**src/hdl/dcc_pkg.sv**
```systemverilog
`default_nettype none
package dcc_pkg;
  // Register byte offsets
  localparam logic [7:0] REG_CMD      = 8'h00;
  localparam logic [7:0] REG_RESP     = 8'h04;
  localparam logic [7:0] REG_STAT     = 8'h08;
  localparam logic [7:0] REG_IRQ_STAT = 8'h0C;
  localparam logic [7:0] REG_IRQ_MASK = 8'h10;
  localparam logic [7:0] REG_IP       = 8'h14;
  localparam logic [7:0] REG_CUR      = 8'h18;
  localparam logic [7:0] REG_PC       = 8'h1C;
  localparam logic [7:0] REG_DATA     = 8'h20;
  localparam logic [7:0] DATA_MASK    = 8'hE3;
  localparam int         N_DREG       = 8;
  // Command word layout and codes
  localparam int CMD_CODE_LSB = 0;
  localparam int CMD_HAS_BIT  = 3;
  localparam int CMD_P1_LSB   = 8;
  localparam int CMD_P2_LSB   = 16;
  localparam logic [2:0] CMD_SEC  = 3'h1;
  localparam logic [2:0] CMD_PRI  = 3'h2;
  localparam logic [2:0] CMD_NODE = 3'h3;
  localparam logic [2:0] CMD_PEAK = 3'h4;
  localparam logic [2:0] CMD_CONT = 3'h5;
  localparam logic [2:0] CMD_CMP  = 3'h6;
  localparam logic [2:0] CMD_JUMP = 3'h7;
  localparam logic [7:0] RESP_EQ  = 8'h3D;
  // Mode codes
  localparam logic [7:0] MODE_MIN      = 8'h01;
  localparam logic [7:0] MODE_MAX      = 8'h16;
  localparam logic [4:0] SEC_MODE_RST  = 5'h07;
  localparam logic [4:0] PRI_MODE_RST  = 5'h07;
  localparam logic [4:0] STEP_MODE     = 5'h07;
  localparam logic [4:0] TORQUE_LAST   = 5'h08;
  localparam logic [4:0] VELOCITY_LAST = 5'h12;
  // Node ID and IP table
  localparam logic [7:0]  NODE_MIN      = 8'h01;
  localparam logic [7:0]  NODE_MAX      = 8'h7F;
  localparam logic [6:0]  NODE_RST      = 7'h01;
  localparam logic [7:0]  IP_IDX_MAX    = 8'h0F;
  localparam logic [6:0]  IP_IDX_RST    = 7'h00;
  localparam logic [3:0]  IP_IDX_FIXED  = 4'h0;
  localparam logic [3:0]  IP_IDX_DHCP   = 4'hF;
  localparam logic [3:0]  IP_NET1_LAST  = 4'h3;
  localparam logic [31:0] IP_FIXED      = 32'h0A0A0A0A;
  localparam logic [31:0] IP_DHCP       = 32'h00000000;
  localparam logic [23:0] IP_NET1       = 24'hC0A801;
  localparam logic [23:0] IP_NET0       = 24'hC0A800;
  localparam logic [7:0]  IP_STEP       = 8'h0A;
  // Condition code bits
  localparam int COND_GT = 0;
  localparam int COND_EQ = 1;
  localparam int COND_LT = 2;
  // Interrupt bits
  localparam int IRQ_DONE = 0;
  localparam int IRQ_ERR  = 1;
  localparam int IRQ_PEAK = 2;
  localparam int IRQ_MODE = 3;
  localparam int IRQ_W    = 4;
  // Currents
  localparam int         CUR_W     = 8;
  localparam logic [7:0] PEAK_RST  = 8'h00;
  localparam logic [7:0] CONT_RST  = 8'h00;
  // Timing
  localparam int CLK_PERIOD_NS    = 50;
  localparam int TICK_NS          = 1000000;
  localparam int TICK_MS          = 1;
  localparam int PEAK_TIME_MS     = 1000;
  localparam int TICK_CYCLES_DFLT = TICK_NS / CLK_PERIOD_NS;
  localparam int PEAK_TICKS       = PEAK_TIME_MS / TICK_MS;

  typedef enum logic [1:0] {CLS_TORQUE, CLS_STEP, CLS_VELOCITY, CLS_POSITION} dcc_class_t;

  function automatic dcc_class_t dcc_class_of(input logic [4:0] m);
    if (m == STEP_MODE) return CLS_STEP;
    if (m <= TORQUE_LAST) return CLS_TORQUE;
    if (m <= VELOCITY_LAST) return CLS_VELOCITY;
    return CLS_POSITION;
  endfunction
endpackage
`default_nettype wire

```
**src/hdl/dcc_cur_if.sv**
```systemverilog
`timescale 1ns/1ps
`default_nettype none
interface dcc_cur_if #(parameter int W = 8);
  logic         tick;
  logic [W-1:0] demand;
  logic [W-1:0] peak;
  logic [W-1:0] cont;
  logic         limit;
  logic         expired;
  modport ctrl  (output tick, demand, peak, cont, input limit, expired);
  modport timer (input tick, demand, peak, cont, output limit, expired);
endinterface
`default_nettype wire

```
**src/hdl/dcc_peak_timer.sv**
```systemverilog
`timescale 1ns/1ps
`default_nettype none
module dcc_peak_timer #(
  parameter int W          = dcc_pkg::CUR_W,
  parameter int PEAK_TICKS = dcc_pkg::PEAK_TICKS
) (
  // Clock and reset
  input  wire logic   clk_in,
  input  wire logic   reset_n_in,
  // Current path
  dcc_cur_if.timer    cur
);
  localparam int SQ_W = 2 * W;

  logic [W-1:0]    dem_clip;
  logic [SQ_W-1:0] dem_sq;
  logic [SQ_W-1:0] cont_sq;
  logic [SQ_W-1:0] peak_sq;
  logic [31:0]     budget;
  logic [31:0]     rise;
  logic [31:0]     fall;
  logic [31:0]     acc_ff;
  logic [31:0]     nxt_acc;
  logic            limit_ff;
  logic            expired_ff;
  logic            over;
  logic            hit;

  assign dem_clip = (cur.demand > cur.peak) ? cur.peak : cur.demand;
  assign dem_sq   = SQ_W'(dem_clip) * SQ_W'(dem_clip);
  assign cont_sq  = SQ_W'(cur.cont) * SQ_W'(cur.cont);
  assign peak_sq  = SQ_W'(cur.peak) * SQ_W'(cur.peak);
  assign over     = dem_clip > cur.cont;
  // Heat budget equals one full second spent at peak demand
  assign budget   = 32'((peak_sq > cont_sq) ? (peak_sq - cont_sq) : '0) * 32'(PEAK_TICKS);
  assign rise     = 32'(dem_sq - cont_sq);
  assign fall     = 32'(cont_sq - dem_sq);
  // Integrate I squared above the continuous level, cool off below it
  assign nxt_acc  = over ? (limit_ff ? acc_ff : acc_ff + rise)
                         : ((acc_ff > fall) ? acc_ff - fall : '0);
  assign hit      = cur.tick && over && !limit_ff && (nxt_acc >= budget);

  always_ff @(posedge clk_in or negedge reset_n_in) begin
    if (!reset_n_in) begin
      acc_ff     <= '0;
      limit_ff   <= 1'b0;
      expired_ff <= 1'b0;
    end else begin
      if (cur.tick) acc_ff <= nxt_acc;
      if (hit) limit_ff <= 1'b1;
      else if (cur.tick && nxt_acc == '0) limit_ff <= 1'b0;
      expired_ff <= hit;
    end
  end

  assign cur.limit   = limit_ff;
  assign cur.expired = expired_ff;
endmodule
`default_nettype wire

```
**src/hdl/dcc_drive_cmd.sv**
```systemverilog
`timescale 1ns/1ps
`default_nettype none
// Functional notes
// - Each change of the mode select input swaps the active mode between stored secondary and primary.
// - Primary mode is a separate setting written only by the primary mode command.
// - Codes 1-8 torque variants, code 7 step and direction.
// - Codes 10-18 velocity: jog, analog, run/stop, speed select, preset speed.
// - Code 21 is point-to-point, code 22 analog position.
// - Secondary mode accepts 1 to 22 and resets to 7.
// - Query of secondary mode answers command, equals sign and stored value.
// - Fieldbus units accept node ID 1 to 127, default 1.
// - Ethernet units accept IP table index 0 to 15, default 0.
// - IP table: 10.10.10.10, 192.168.1.x, 192.168.0.x, then 0.0.0.0 for DHCP.
// - Peak time is an I squared t integral above continuous current.
// - Peak current lasts at most one second, then limit drops to continuous.
// - Register compare tests first data register against second into condition codes.
// - Greater-than flag is set when the first register is larger.
// - Jump if greater goes to given line when set, else next line.
module dcc_drive_cmd #(
  parameter int TICK_CYCLES = dcc_pkg::TICK_CYCLES_DFLT,
  parameter int PEAK_TICKS  = dcc_pkg::PEAK_TICKS,
  parameter bit IS_ETHERNET = 1'b0
) (
  // Clock and reset
  input  wire logic              sys_clk_in,
  input  wire logic              reset_n_in,
  // Wishbone slave
  input  wire logic              wb_cyc_in,
  input  wire logic              wb_stb_in,
  input  wire logic              wb_we_in,
  input  wire logic [7:0]        wb_adr_in,
  input  wire logic [3:0]        wb_sel_in,
  input  wire logic [31:0]       wb_dat_in,
  output logic      [31:0]       wb_dat_out,
  output logic                   wb_ack_out,
  output logic                   irq_out,
  // Drive side
  input  wire logic              mode_select_input_in,
  input  wire logic [7:0]        current_demand_in,
  output logic      [4:0]        active_mode_out,
  output var dcc_pkg::dcc_class_t mode_class_out,
  output logic                   use_secondary_out,
  output logic      [7:0]        current_limit_out,
  output logic                   peak_limited_out,
  output logic      [6:0]        node_id_out,
  output logic      [31:0]       ip_addr_out,
  output logic      [7:0]        pc_out
);
  localparam int TW = $clog2(TICK_CYCLES);

  logic [31:0]               dreg_ff [dcc_pkg::N_DREG];
  logic                      ack_ff;
  logic [31:0]               dat_ff;
  logic [31:0]               resp_ff;
  logic [4:0]                sec_ff;
  logic [4:0]                pri_ff;
  logic [6:0]                node_ff;
  logic [7:0]                peak_ff;
  logic [7:0]                cont_ff;
  logic [2:0]                cond_ff;
  logic [7:0]                pc_ff;
  logic                      use_sec_ff;
  logic                      msel_prev_ff;
  logic                      msel_seen_ff;
  logic [dcc_pkg::IRQ_W-1:0] irq_stat_ff;
  logic [dcc_pkg::IRQ_W-1:0] irq_mask_ff;
  logic [dcc_pkg::IRQ_W-1:0] nxt_irq_stat;
  logic                      irq_ff;
  logic [4:0]                active_ff;
  dcc_pkg::dcc_class_t       class_ff;
  logic [7:0]                limit_ff;
  logic                      limited_ff;
  logic [31:0]               ip_ff;
  logic [TW-1:0]             tick_cnt_ff;
  logic                      tick_ff;

  dcc_cur_if #(.W(dcc_pkg::CUR_W)) cur ();

  // Bus decode
  wire        req      = wb_cyc_in && wb_stb_in;
  wire        wr_acc   = req && ack_ff && wb_we_in;
  wire [31:0] bmask    = {{8{wb_sel_in[3]}}, {8{wb_sel_in[2]}}, {8{wb_sel_in[1]}}, {8{wb_sel_in[0]}}};
  wire        d_hit    = (wb_adr_in & dcc_pkg::DATA_MASK) == dcc_pkg::REG_DATA;
  wire [2:0]  d_idx    = wb_adr_in[4:2];
  wire        d_wr     = wr_acc && d_hit;
  wire        wr_mask  = wr_acc && wb_adr_in == dcc_pkg::REG_IRQ_MASK;
  wire        wr_clr   = wr_acc && wb_adr_in == dcc_pkg::REG_IRQ_STAT;
  // Commands must be written as a whole word so that code and parameters arrive together
  wire        wr_cmd   = wr_acc && wb_adr_in == dcc_pkg::REG_CMD && (&wb_sel_in);

  // Command word fields
  wire [2:0]  c_code   = wb_dat_in[dcc_pkg::CMD_CODE_LSB +: 3];
  wire        c_has    = wb_dat_in[dcc_pkg::CMD_HAS_BIT];
  wire [7:0]  c_p1     = wb_dat_in[dcc_pkg::CMD_P1_LSB +: 8];
  wire [7:0]  c_p2     = wb_dat_in[dcc_pkg::CMD_P2_LSB +: 8];
  wire        is_sec   = c_code == dcc_pkg::CMD_SEC;
  wire        is_pri   = c_code == dcc_pkg::CMD_PRI;
  wire        is_node  = c_code == dcc_pkg::CMD_NODE;
  wire        is_peak  = c_code == dcc_pkg::CMD_PEAK;
  wire        is_cont  = c_code == dcc_pkg::CMD_CONT;
  wire        is_cmp   = c_code == dcc_pkg::CMD_CMP;
  wire        is_jump  = c_code == dcc_pkg::CMD_JUMP;
  wire        mode_ok  = c_p1 >= dcc_pkg::MODE_MIN && c_p1 <= dcc_pkg::MODE_MAX;
  wire        node_ok  = IS_ETHERNET ? (c_p1 <= dcc_pkg::IP_IDX_MAX)
                                     : (c_p1 >= dcc_pkg::NODE_MIN && c_p1 <= dcc_pkg::NODE_MAX);
  wire        reg_ok   = c_p1 < 8'(dcc_pkg::N_DREG) && c_p2 < 8'(dcc_pkg::N_DREG);
  // A command without parameter is a query; compare and jump cannot be queried
  wire        cmd_ok   = (is_sec || is_pri) ? (!c_has || mode_ok) :
                         is_node ? (!c_has || node_ok) :
                         (is_peak || is_cont) ? 1'b1 :
                         (is_cmp || is_jump) ? (c_has && (is_jump || reg_ok)) : 1'b0;
  wire        do_set   = wr_cmd && cmd_ok && c_has;
  wire        do_query = wr_cmd && cmd_ok && !c_has && !is_cmp && !is_jump;
  wire [15:0] q_val    = is_sec ? 16'(sec_ff) : is_pri ? 16'(pri_ff) : is_node ? 16'(node_ff) :
                         is_peak ? 16'(peak_ff) : 16'(cont_ff);

  // Register compare
  wire signed [31:0] cmp_a = dreg_ff[c_p1[2:0]];
  wire signed [31:0] cmp_b = dreg_ff[c_p2[2:0]];
  wire [2:0]  nxt_cond = {cmp_a < cmp_b, cmp_a == cmp_b, cmp_a > cmp_b};

  // Mode select edge
  wire        msel_chg = msel_seen_ff && (mode_select_input_in != msel_prev_ff);

  // IP table lookup
  wire [3:0]  ip_idx   = node_ff[3:0];
  wire [7:0]  host_oct = 8'(ip_idx * dcc_pkg::IP_STEP);
  wire [31:0] ip_w     = !IS_ETHERNET ? 32'h00000000 :
                         ip_idx == dcc_pkg::IP_IDX_FIXED ? dcc_pkg::IP_FIXED :
                         ip_idx == dcc_pkg::IP_IDX_DHCP ? dcc_pkg::IP_DHCP :
                         {(ip_idx <= dcc_pkg::IP_NET1_LAST) ? dcc_pkg::IP_NET1 : dcc_pkg::IP_NET0,
                          host_oct};

  // Read mux
  wire [31:0] stat_w   = {2'h0, 2'(class_ff), limited_ff, cond_ff, 2'h0, use_sec_ff, active_ff,
                          3'h0, pri_ff, 3'h0, sec_ff};
  wire [31:0] rd_w     = d_hit ? dreg_ff[d_idx] :
                         wb_adr_in == dcc_pkg::REG_RESP ? resp_ff :
                         wb_adr_in == dcc_pkg::REG_STAT ? stat_w :
                         wb_adr_in == dcc_pkg::REG_IRQ_STAT ? 32'(irq_stat_ff) :
                         wb_adr_in == dcc_pkg::REG_IRQ_MASK ? 32'(irq_mask_ff) :
                         wb_adr_in == dcc_pkg::REG_IP ? ip_ff :
                         wb_adr_in == dcc_pkg::REG_CUR ? {16'h0000, peak_ff, cont_ff} :
                         wb_adr_in == dcc_pkg::REG_PC ? {24'h000000, pc_ff} : 32'h00000000;

  // Interrupt status: a new event wins over a clear in the same cycle
  wire [dcc_pkg::IRQ_W-1:0] irq_set = {msel_chg, cur.expired, wr_cmd && !cmd_ok, wr_cmd && cmd_ok};
  wire [dcc_pkg::IRQ_W-1:0] irq_clr = wr_clr ? wb_dat_in[dcc_pkg::IRQ_W-1:0] & bmask[dcc_pkg::IRQ_W-1:0]
                                             : '0;
  assign nxt_irq_stat = (irq_stat_ff & ~irq_clr) | irq_set;

  // Millisecond tick for the heat integrator
  wire        tick_wrap = tick_cnt_ff == TW'(TICK_CYCLES - 1);

  assign cur.tick   = tick_ff;
  assign cur.demand = current_demand_in;
  assign cur.peak   = peak_ff;
  assign cur.cont   = cont_ff;

  dcc_peak_timer #(.W(dcc_pkg::CUR_W), .PEAK_TICKS(PEAK_TICKS)) u_timer (
    .clk_in     (sys_clk_in),
    .reset_n_in (reset_n_in),
    .cur        (cur)
  );

  always_ff @(posedge sys_clk_in or negedge reset_n_in) begin
    if (!reset_n_in) begin
      ack_ff <= 1'b0;
      dat_ff <= '0;
    end else begin
      ack_ff <= req && !ack_ff;
      if (req && !ack_ff) dat_ff <= rd_w;
    end
  end

  generate
    for (genvar i = 0; i < dcc_pkg::N_DREG; i++) begin : g_dreg
      always_ff @(posedge sys_clk_in or negedge reset_n_in) begin
        if (!reset_n_in) dreg_ff[i] <= '0;
        else if (d_wr && d_idx == 3'(i)) dreg_ff[i] <= (dreg_ff[i] & ~bmask) | (wb_dat_in & bmask);
      end
    end
  endgenerate

  always_ff @(posedge sys_clk_in or negedge reset_n_in) begin
    if (!reset_n_in) begin
      sec_ff  <= dcc_pkg::SEC_MODE_RST;
      pri_ff  <= dcc_pkg::PRI_MODE_RST;
      node_ff <= IS_ETHERNET ? dcc_pkg::IP_IDX_RST : dcc_pkg::NODE_RST;
    end else if (do_set) begin
      if (is_sec) sec_ff <= c_p1[4:0];
      if (is_pri) pri_ff <= c_p1[4:0];
      if (is_node) node_ff <= c_p1[6:0];
    end
  end

  always_ff @(posedge sys_clk_in or negedge reset_n_in) begin
    if (!reset_n_in) begin
      peak_ff <= dcc_pkg::PEAK_RST;
      cont_ff <= dcc_pkg::CONT_RST;
      resp_ff <= '0;
    end else begin
      if (do_set && is_peak) peak_ff <= c_p1;
      if (do_set && is_cont) cont_ff <= c_p1;
      if (do_query) resp_ff <= {5'h00, c_code, dcc_pkg::RESP_EQ, q_val};
    end
  end

  // Compare and conditional jump feed the program sequencer
  always_ff @(posedge sys_clk_in or negedge reset_n_in) begin
    if (!reset_n_in) begin
      cond_ff <= '0;
      pc_ff   <= '0;
    end else if (do_set) begin
      if (is_cmp) cond_ff <= nxt_cond;
      if (is_jump) pc_ff <= cond_ff[dcc_pkg::COND_GT] ? c_p1 : pc_ff + 8'h01;
    end
  end

  // Input level at reset release is the reference, not a change
  always_ff @(posedge sys_clk_in or negedge reset_n_in) begin
    if (!reset_n_in) begin
      msel_prev_ff <= 1'b0;
      msel_seen_ff <= 1'b0;
      use_sec_ff   <= 1'b0;
    end else begin
      msel_prev_ff <= mode_select_input_in;
      msel_seen_ff <= 1'b1;
      if (msel_chg) use_sec_ff <= !use_sec_ff;
    end
  end

  always_ff @(posedge sys_clk_in or negedge reset_n_in) begin
    if (!reset_n_in) begin
      irq_stat_ff <= '0;
      irq_mask_ff <= '0;
      irq_ff      <= 1'b0;
    end else begin
      irq_stat_ff <= nxt_irq_stat;
      if (wr_mask) irq_mask_ff <= (irq_mask_ff & ~bmask[dcc_pkg::IRQ_W-1:0])
                                | (wb_dat_in[dcc_pkg::IRQ_W-1:0] & bmask[dcc_pkg::IRQ_W-1:0]);
      irq_ff <= |(nxt_irq_stat & irq_mask_ff);
    end
  end

  always_ff @(posedge sys_clk_in or negedge reset_n_in) begin
    if (!reset_n_in) begin
      tick_cnt_ff <= '0;
      tick_ff     <= 1'b0;
    end else begin
      tick_cnt_ff <= tick_wrap ? '0 : tick_cnt_ff + 1'b1;
      tick_ff     <= tick_wrap;
    end
  end

  // Active mode, current limit, limit flag and IP address lag their settings by one cycle; the mode class lags by two
  always_ff @(posedge sys_clk_in or negedge reset_n_in) begin
    if (!reset_n_in) begin
      active_ff  <= dcc_pkg::PRI_MODE_RST;
      class_ff   <= dcc_pkg::CLS_STEP;
      limit_ff   <= dcc_pkg::PEAK_RST;
      limited_ff <= 1'b0;
      ip_ff      <= '0;
    end else begin
      active_ff  <= use_sec_ff ? sec_ff : pri_ff;
      class_ff   <= dcc_pkg::dcc_class_of(active_ff);
      limit_ff   <= cur.limit ? cont_ff : peak_ff;
      limited_ff <= cur.limit;
      ip_ff      <= ip_w;
    end
  end

  assign wb_ack_out        = ack_ff;
  assign wb_dat_out        = dat_ff;
  assign irq_out           = irq_ff;
  assign active_mode_out   = active_ff;
  assign mode_class_out    = class_ff;
  assign use_secondary_out = use_sec_ff;
  assign current_limit_out = limit_ff;
  assign peak_limited_out  = limited_ff;
  assign node_id_out       = node_ff;
  assign ip_addr_out       = ip_ff;
  assign pc_out            = pc_ff;
endmodule
`default_nettype wire

```
**config.mk**
```make
export PLATFORM = sky130hd
export DESIGN_NAME = dcc_drive_cmd
export DESIGN_NICKNAME = d
export VERILOG_FILES = /design/src/hdl/dcc_pkg.sv /design/src/hdl/dcc_cur_if.sv /design/src/hdl/dcc_peak_timer.sv /design/src/hdl/dcc_drive_cmd.sv
export SDC_FILE = /design/constraint.sdc
export NUM_CORES = 2
export LEC_CHECK = 0
export BUFFER_PORTS_ARGS = -buffer_cell sky130_fd_sc_hd__buf_2
export CORE_ASPECT_RATIO = 1.1
export CORE_MARGIN = 2
export CORE_UTILIZATION = 35
export DETAILED_ROUTE_END_ITERATION = 12
export PLACE_DENSITY_LB_ADDON = 0.25
export SYNTH_ARGS = -nofsm -noshare
export SYNTH_HDL_FRONTEND = slang
export SYNTH_SLANG_ARGS = --single-unit
```
**constraint.sdc**
```tcl
create_clock -name sys_clk_in -period 21.3 [get_ports sys_clk_in]
set_input_delay 0 -clock sys_clk_in [delete_from_list [all_inputs] [get_ports sys_clk_in]]
set_output_delay 0 -clock sys_clk_in [all_outputs]
set_load 0.05 [all_outputs]
```
==> metrics.csv <==
metric;value;unit
root_buffer;clkbuf_16;
min_period;14310;ps
fin_setup_tns;0;ps
grt_pass1_wl;180;mm
path_class;flop to flop;
worstMarginPinSlew;1280;ps
relSlewSlack;0.143;
placed_area;40400;µm²
crit_path_top_delay_cell;fa_1;
ys_top_cells_by_count;412 x dfrtp_1, 327 x mux2_2, 318 x ha_1;
ff2ff_setup_slack;6990;ps
routed_wl;116;mm
synth.largest_area_cell;dfrtp_1;
drt_iter0_drc;1864;
setup_violations;0;
synthAdderAreaFrac;0.178;
fp.dieW;320;µm
cp.required;21770;ps
first_pass_iters;6;
yosysTopAreaCellShare;0.268;
max_cap_viol_count;0;
fin_crit_sh;0.672;
antenna_found_initial;8;
cp-start-kind;flop;
max_freq;69.9;MHz
antenna_left;0;
yosys.area_share.simple;0.113;
yosysMostFrequentCell;dfrtp_1;
clock_sinks;423;
power_density;76.4;nW/µm²
worst_setup_path_end_kind;flop;
initial_core_util;0.353;
p_leak;19.7;nW
syn_area;38400;µm²
cts_tree;done;
insertion_delay;650;ps
fin_area;42400;µm²
status;finished, final reports clean;
gr-total-overflow;0;
ys.flop_type;dfrtp_1;
cts_buffer_depth;3;
irDropWorstVdd;0.110;mV
die-area;112000;µm²
finalHoldViolCount;0;
core;109000;µm²
critPathArrivalTime;14780;ps
via_count;29400;
async_reset_ff_frac;1.00;
synthTopCellsByArea;dfrtp_1 27%, mux4_2 12%, ha_1 10%;
rows;127;
portBuffers;123;
gp_congestion;0.868;
synth.avg_cell_area;10.2;µm²
drc_errors;0;
routedWlPerCell;22.0;µm
rsz0062_at_grt;false;
drive_gt1_frac;0.209;
synth_top_family_by_area;multiplexers;
grt_max_degree;156;
numCtsBuffers;51;
critPathMaxFanout;20;
vias_per_cell;5.54;
cts.clk_slew.worst_paths;60;ps
max_stage_delay;570;ps
synth_seq_area_share;0.276;
r2r_end;u_timer.cur.limit$_DFFE_PN0P_;
hold_class;input port to async pin;
synth.distinct_cells;99;
grt_pass1_vias;29400;
ys_ff_latch;423;
synth-xor-area-share;0.0373;
reg2reg_from;cont_ff[5]$_DFFE_PN0P_;
synth-compound-area-share;0.114;
die_h;352;µm
htree_levels;2;
skew;60.7;ps
synth_cells;3757;
ios;156;
post-dp-hpwl;86.1;mm
maxSlewViolCount;0;
r2r_cells;55;
grt_usage;0.206;
synth.area.mux_share;0.229;
final_net_count;4356;
area_growth;10.4;%
yosysWarnings;0;
path_common_cell;fa_1;
synth_edf_count;0;
-- routing by layer --
metal	vias up	wire length (µm)	GRT usage
met5	-	13	0
met1	14800	53300	0.286
li1	13700	-	-
met3	148	4740	0.0208
met2	697	55400	0.345
met4	2	3060	0.0528
-- final cells by class --
class | count | area, µm²
repair buffers | 178 | 1140
fillers | 10900 | 66600
multi-input cells | 2856 | 25900
clock inverters | 20 | 329
diodes | 2 | 5.00
clock buffers | 69 | 1410
well taps | 1419 | 1780
inverters | 329 | 1230
flip-flops and latches | 423 | 10600
-- worst max-delay path by stage --
stage	from	end	slack [ps]	cells after the start
final	cont_ff[5]$_DFFE_PN0P_	u_timer.cur.limit$_DFFE_PN0P_	6990	55
after global routing	cont_ff[5]$_DFFE_PN0P_	u_timer.cur.limit$_DFFE_PN0P_	5770	55
after CTS	cont_ff[5]$_DFFE_PN0P_	u_timer.cur.limit$_DFFE_PN0P_	7030	55
after detailed placement	cont_ff[5]$_DFFE_PN0P_	u_timer.cur.limit$_DFFE_PN0P_	7140	53
after global placement	cur.peak[3]$_DFFE_PN0P_	u_timer.cur.limit$_DFFE_PN0P_	7510	52
after floorplan	cont_ff[5]$_DFFE_PN0P_	u_timer.cur.limit$_DFFE_PN0P_	8580	57
-- worst max-delay path: cells and delay by family, from the launching register on --
kind | cells | cell delay, ps
AND/OR/NAND/NOR | 15 | 3220
buffers and inverters | 7 | 860
flip-flops | 1 | 480
AO/OA/AOI/OAI | 20 | 4140
XOR/XNOR | 1 | 330
adder cells (fa/ha/maj) | 12 | 5070
-- stage by stage --
step           utilization  cells  power, mW  hold slack [ps]  setup WS, ps
2_1_floorplan            -   3788       1.94             -296          8580
3_3_place_gp         0.371   5177       2.30              136          7510
3_5_place_dp         0.371   5177       2.30              138          7140
4_1_cts              0.389   5294       3.25             7.43          7030
5_1_grt              0.389   5296       3.45             16.8          5770
6_report             0.389   5296       3.24             8.34          6990
-- timing repair --
action | 4_1_cts | 5_1_grt
hold buffers | 28 | 0
resized for setup | 0 | 0
buffers inserted | 0 | 0
endpoints found under the hold margin | 332 | 0
setup endpoints to repair | 0 | 0
-- cell usage in the layout (no fill, tap or decap), drive strengths merged, types with 15 or more instances in the layout --
master	instances
nor2	294
nor2b	40
o21a	39
mux2i	69
dlygate4sd3	28
nand2b	36
and3	22
clkinv	23
clkbuf	69
xor2	52
mux4	197
inv	319
dfrtp	412
nor3	66
o21ai	182
a222oi	15
xnor2	111
a221oi	17
or3	20
a31oi	27
mux2	327
nand4	38
fa	141
nand2	297
nand3	50
ha	318
buf	150
a21o	66
conb	33
nor4	17
a21oi	170
-- cells by family (layout without fill, tap and decap cells) --
logic type	count (synthesis)	in the layout
XOR/XNOR	163	163
adder cells (fa/ha/maj)	463	463
other	2	35
buffers and inverters	509	596
AO/OA/AOI/OAI	669	669
AND/OR/NAND/NOR	935	935
flip-flops	423	423
multiplexers	593	593
-- where the power goes --
group          total [mW]  internal [mW]  switching [mW]
clock network       0.926          0.541           0.385
registers           0.821          0.810          0.0114
logic                1.49          0.579           0.915
total                3.24           1.93            1.31
No activity file was read; power rests on OpenSTA's default activity.
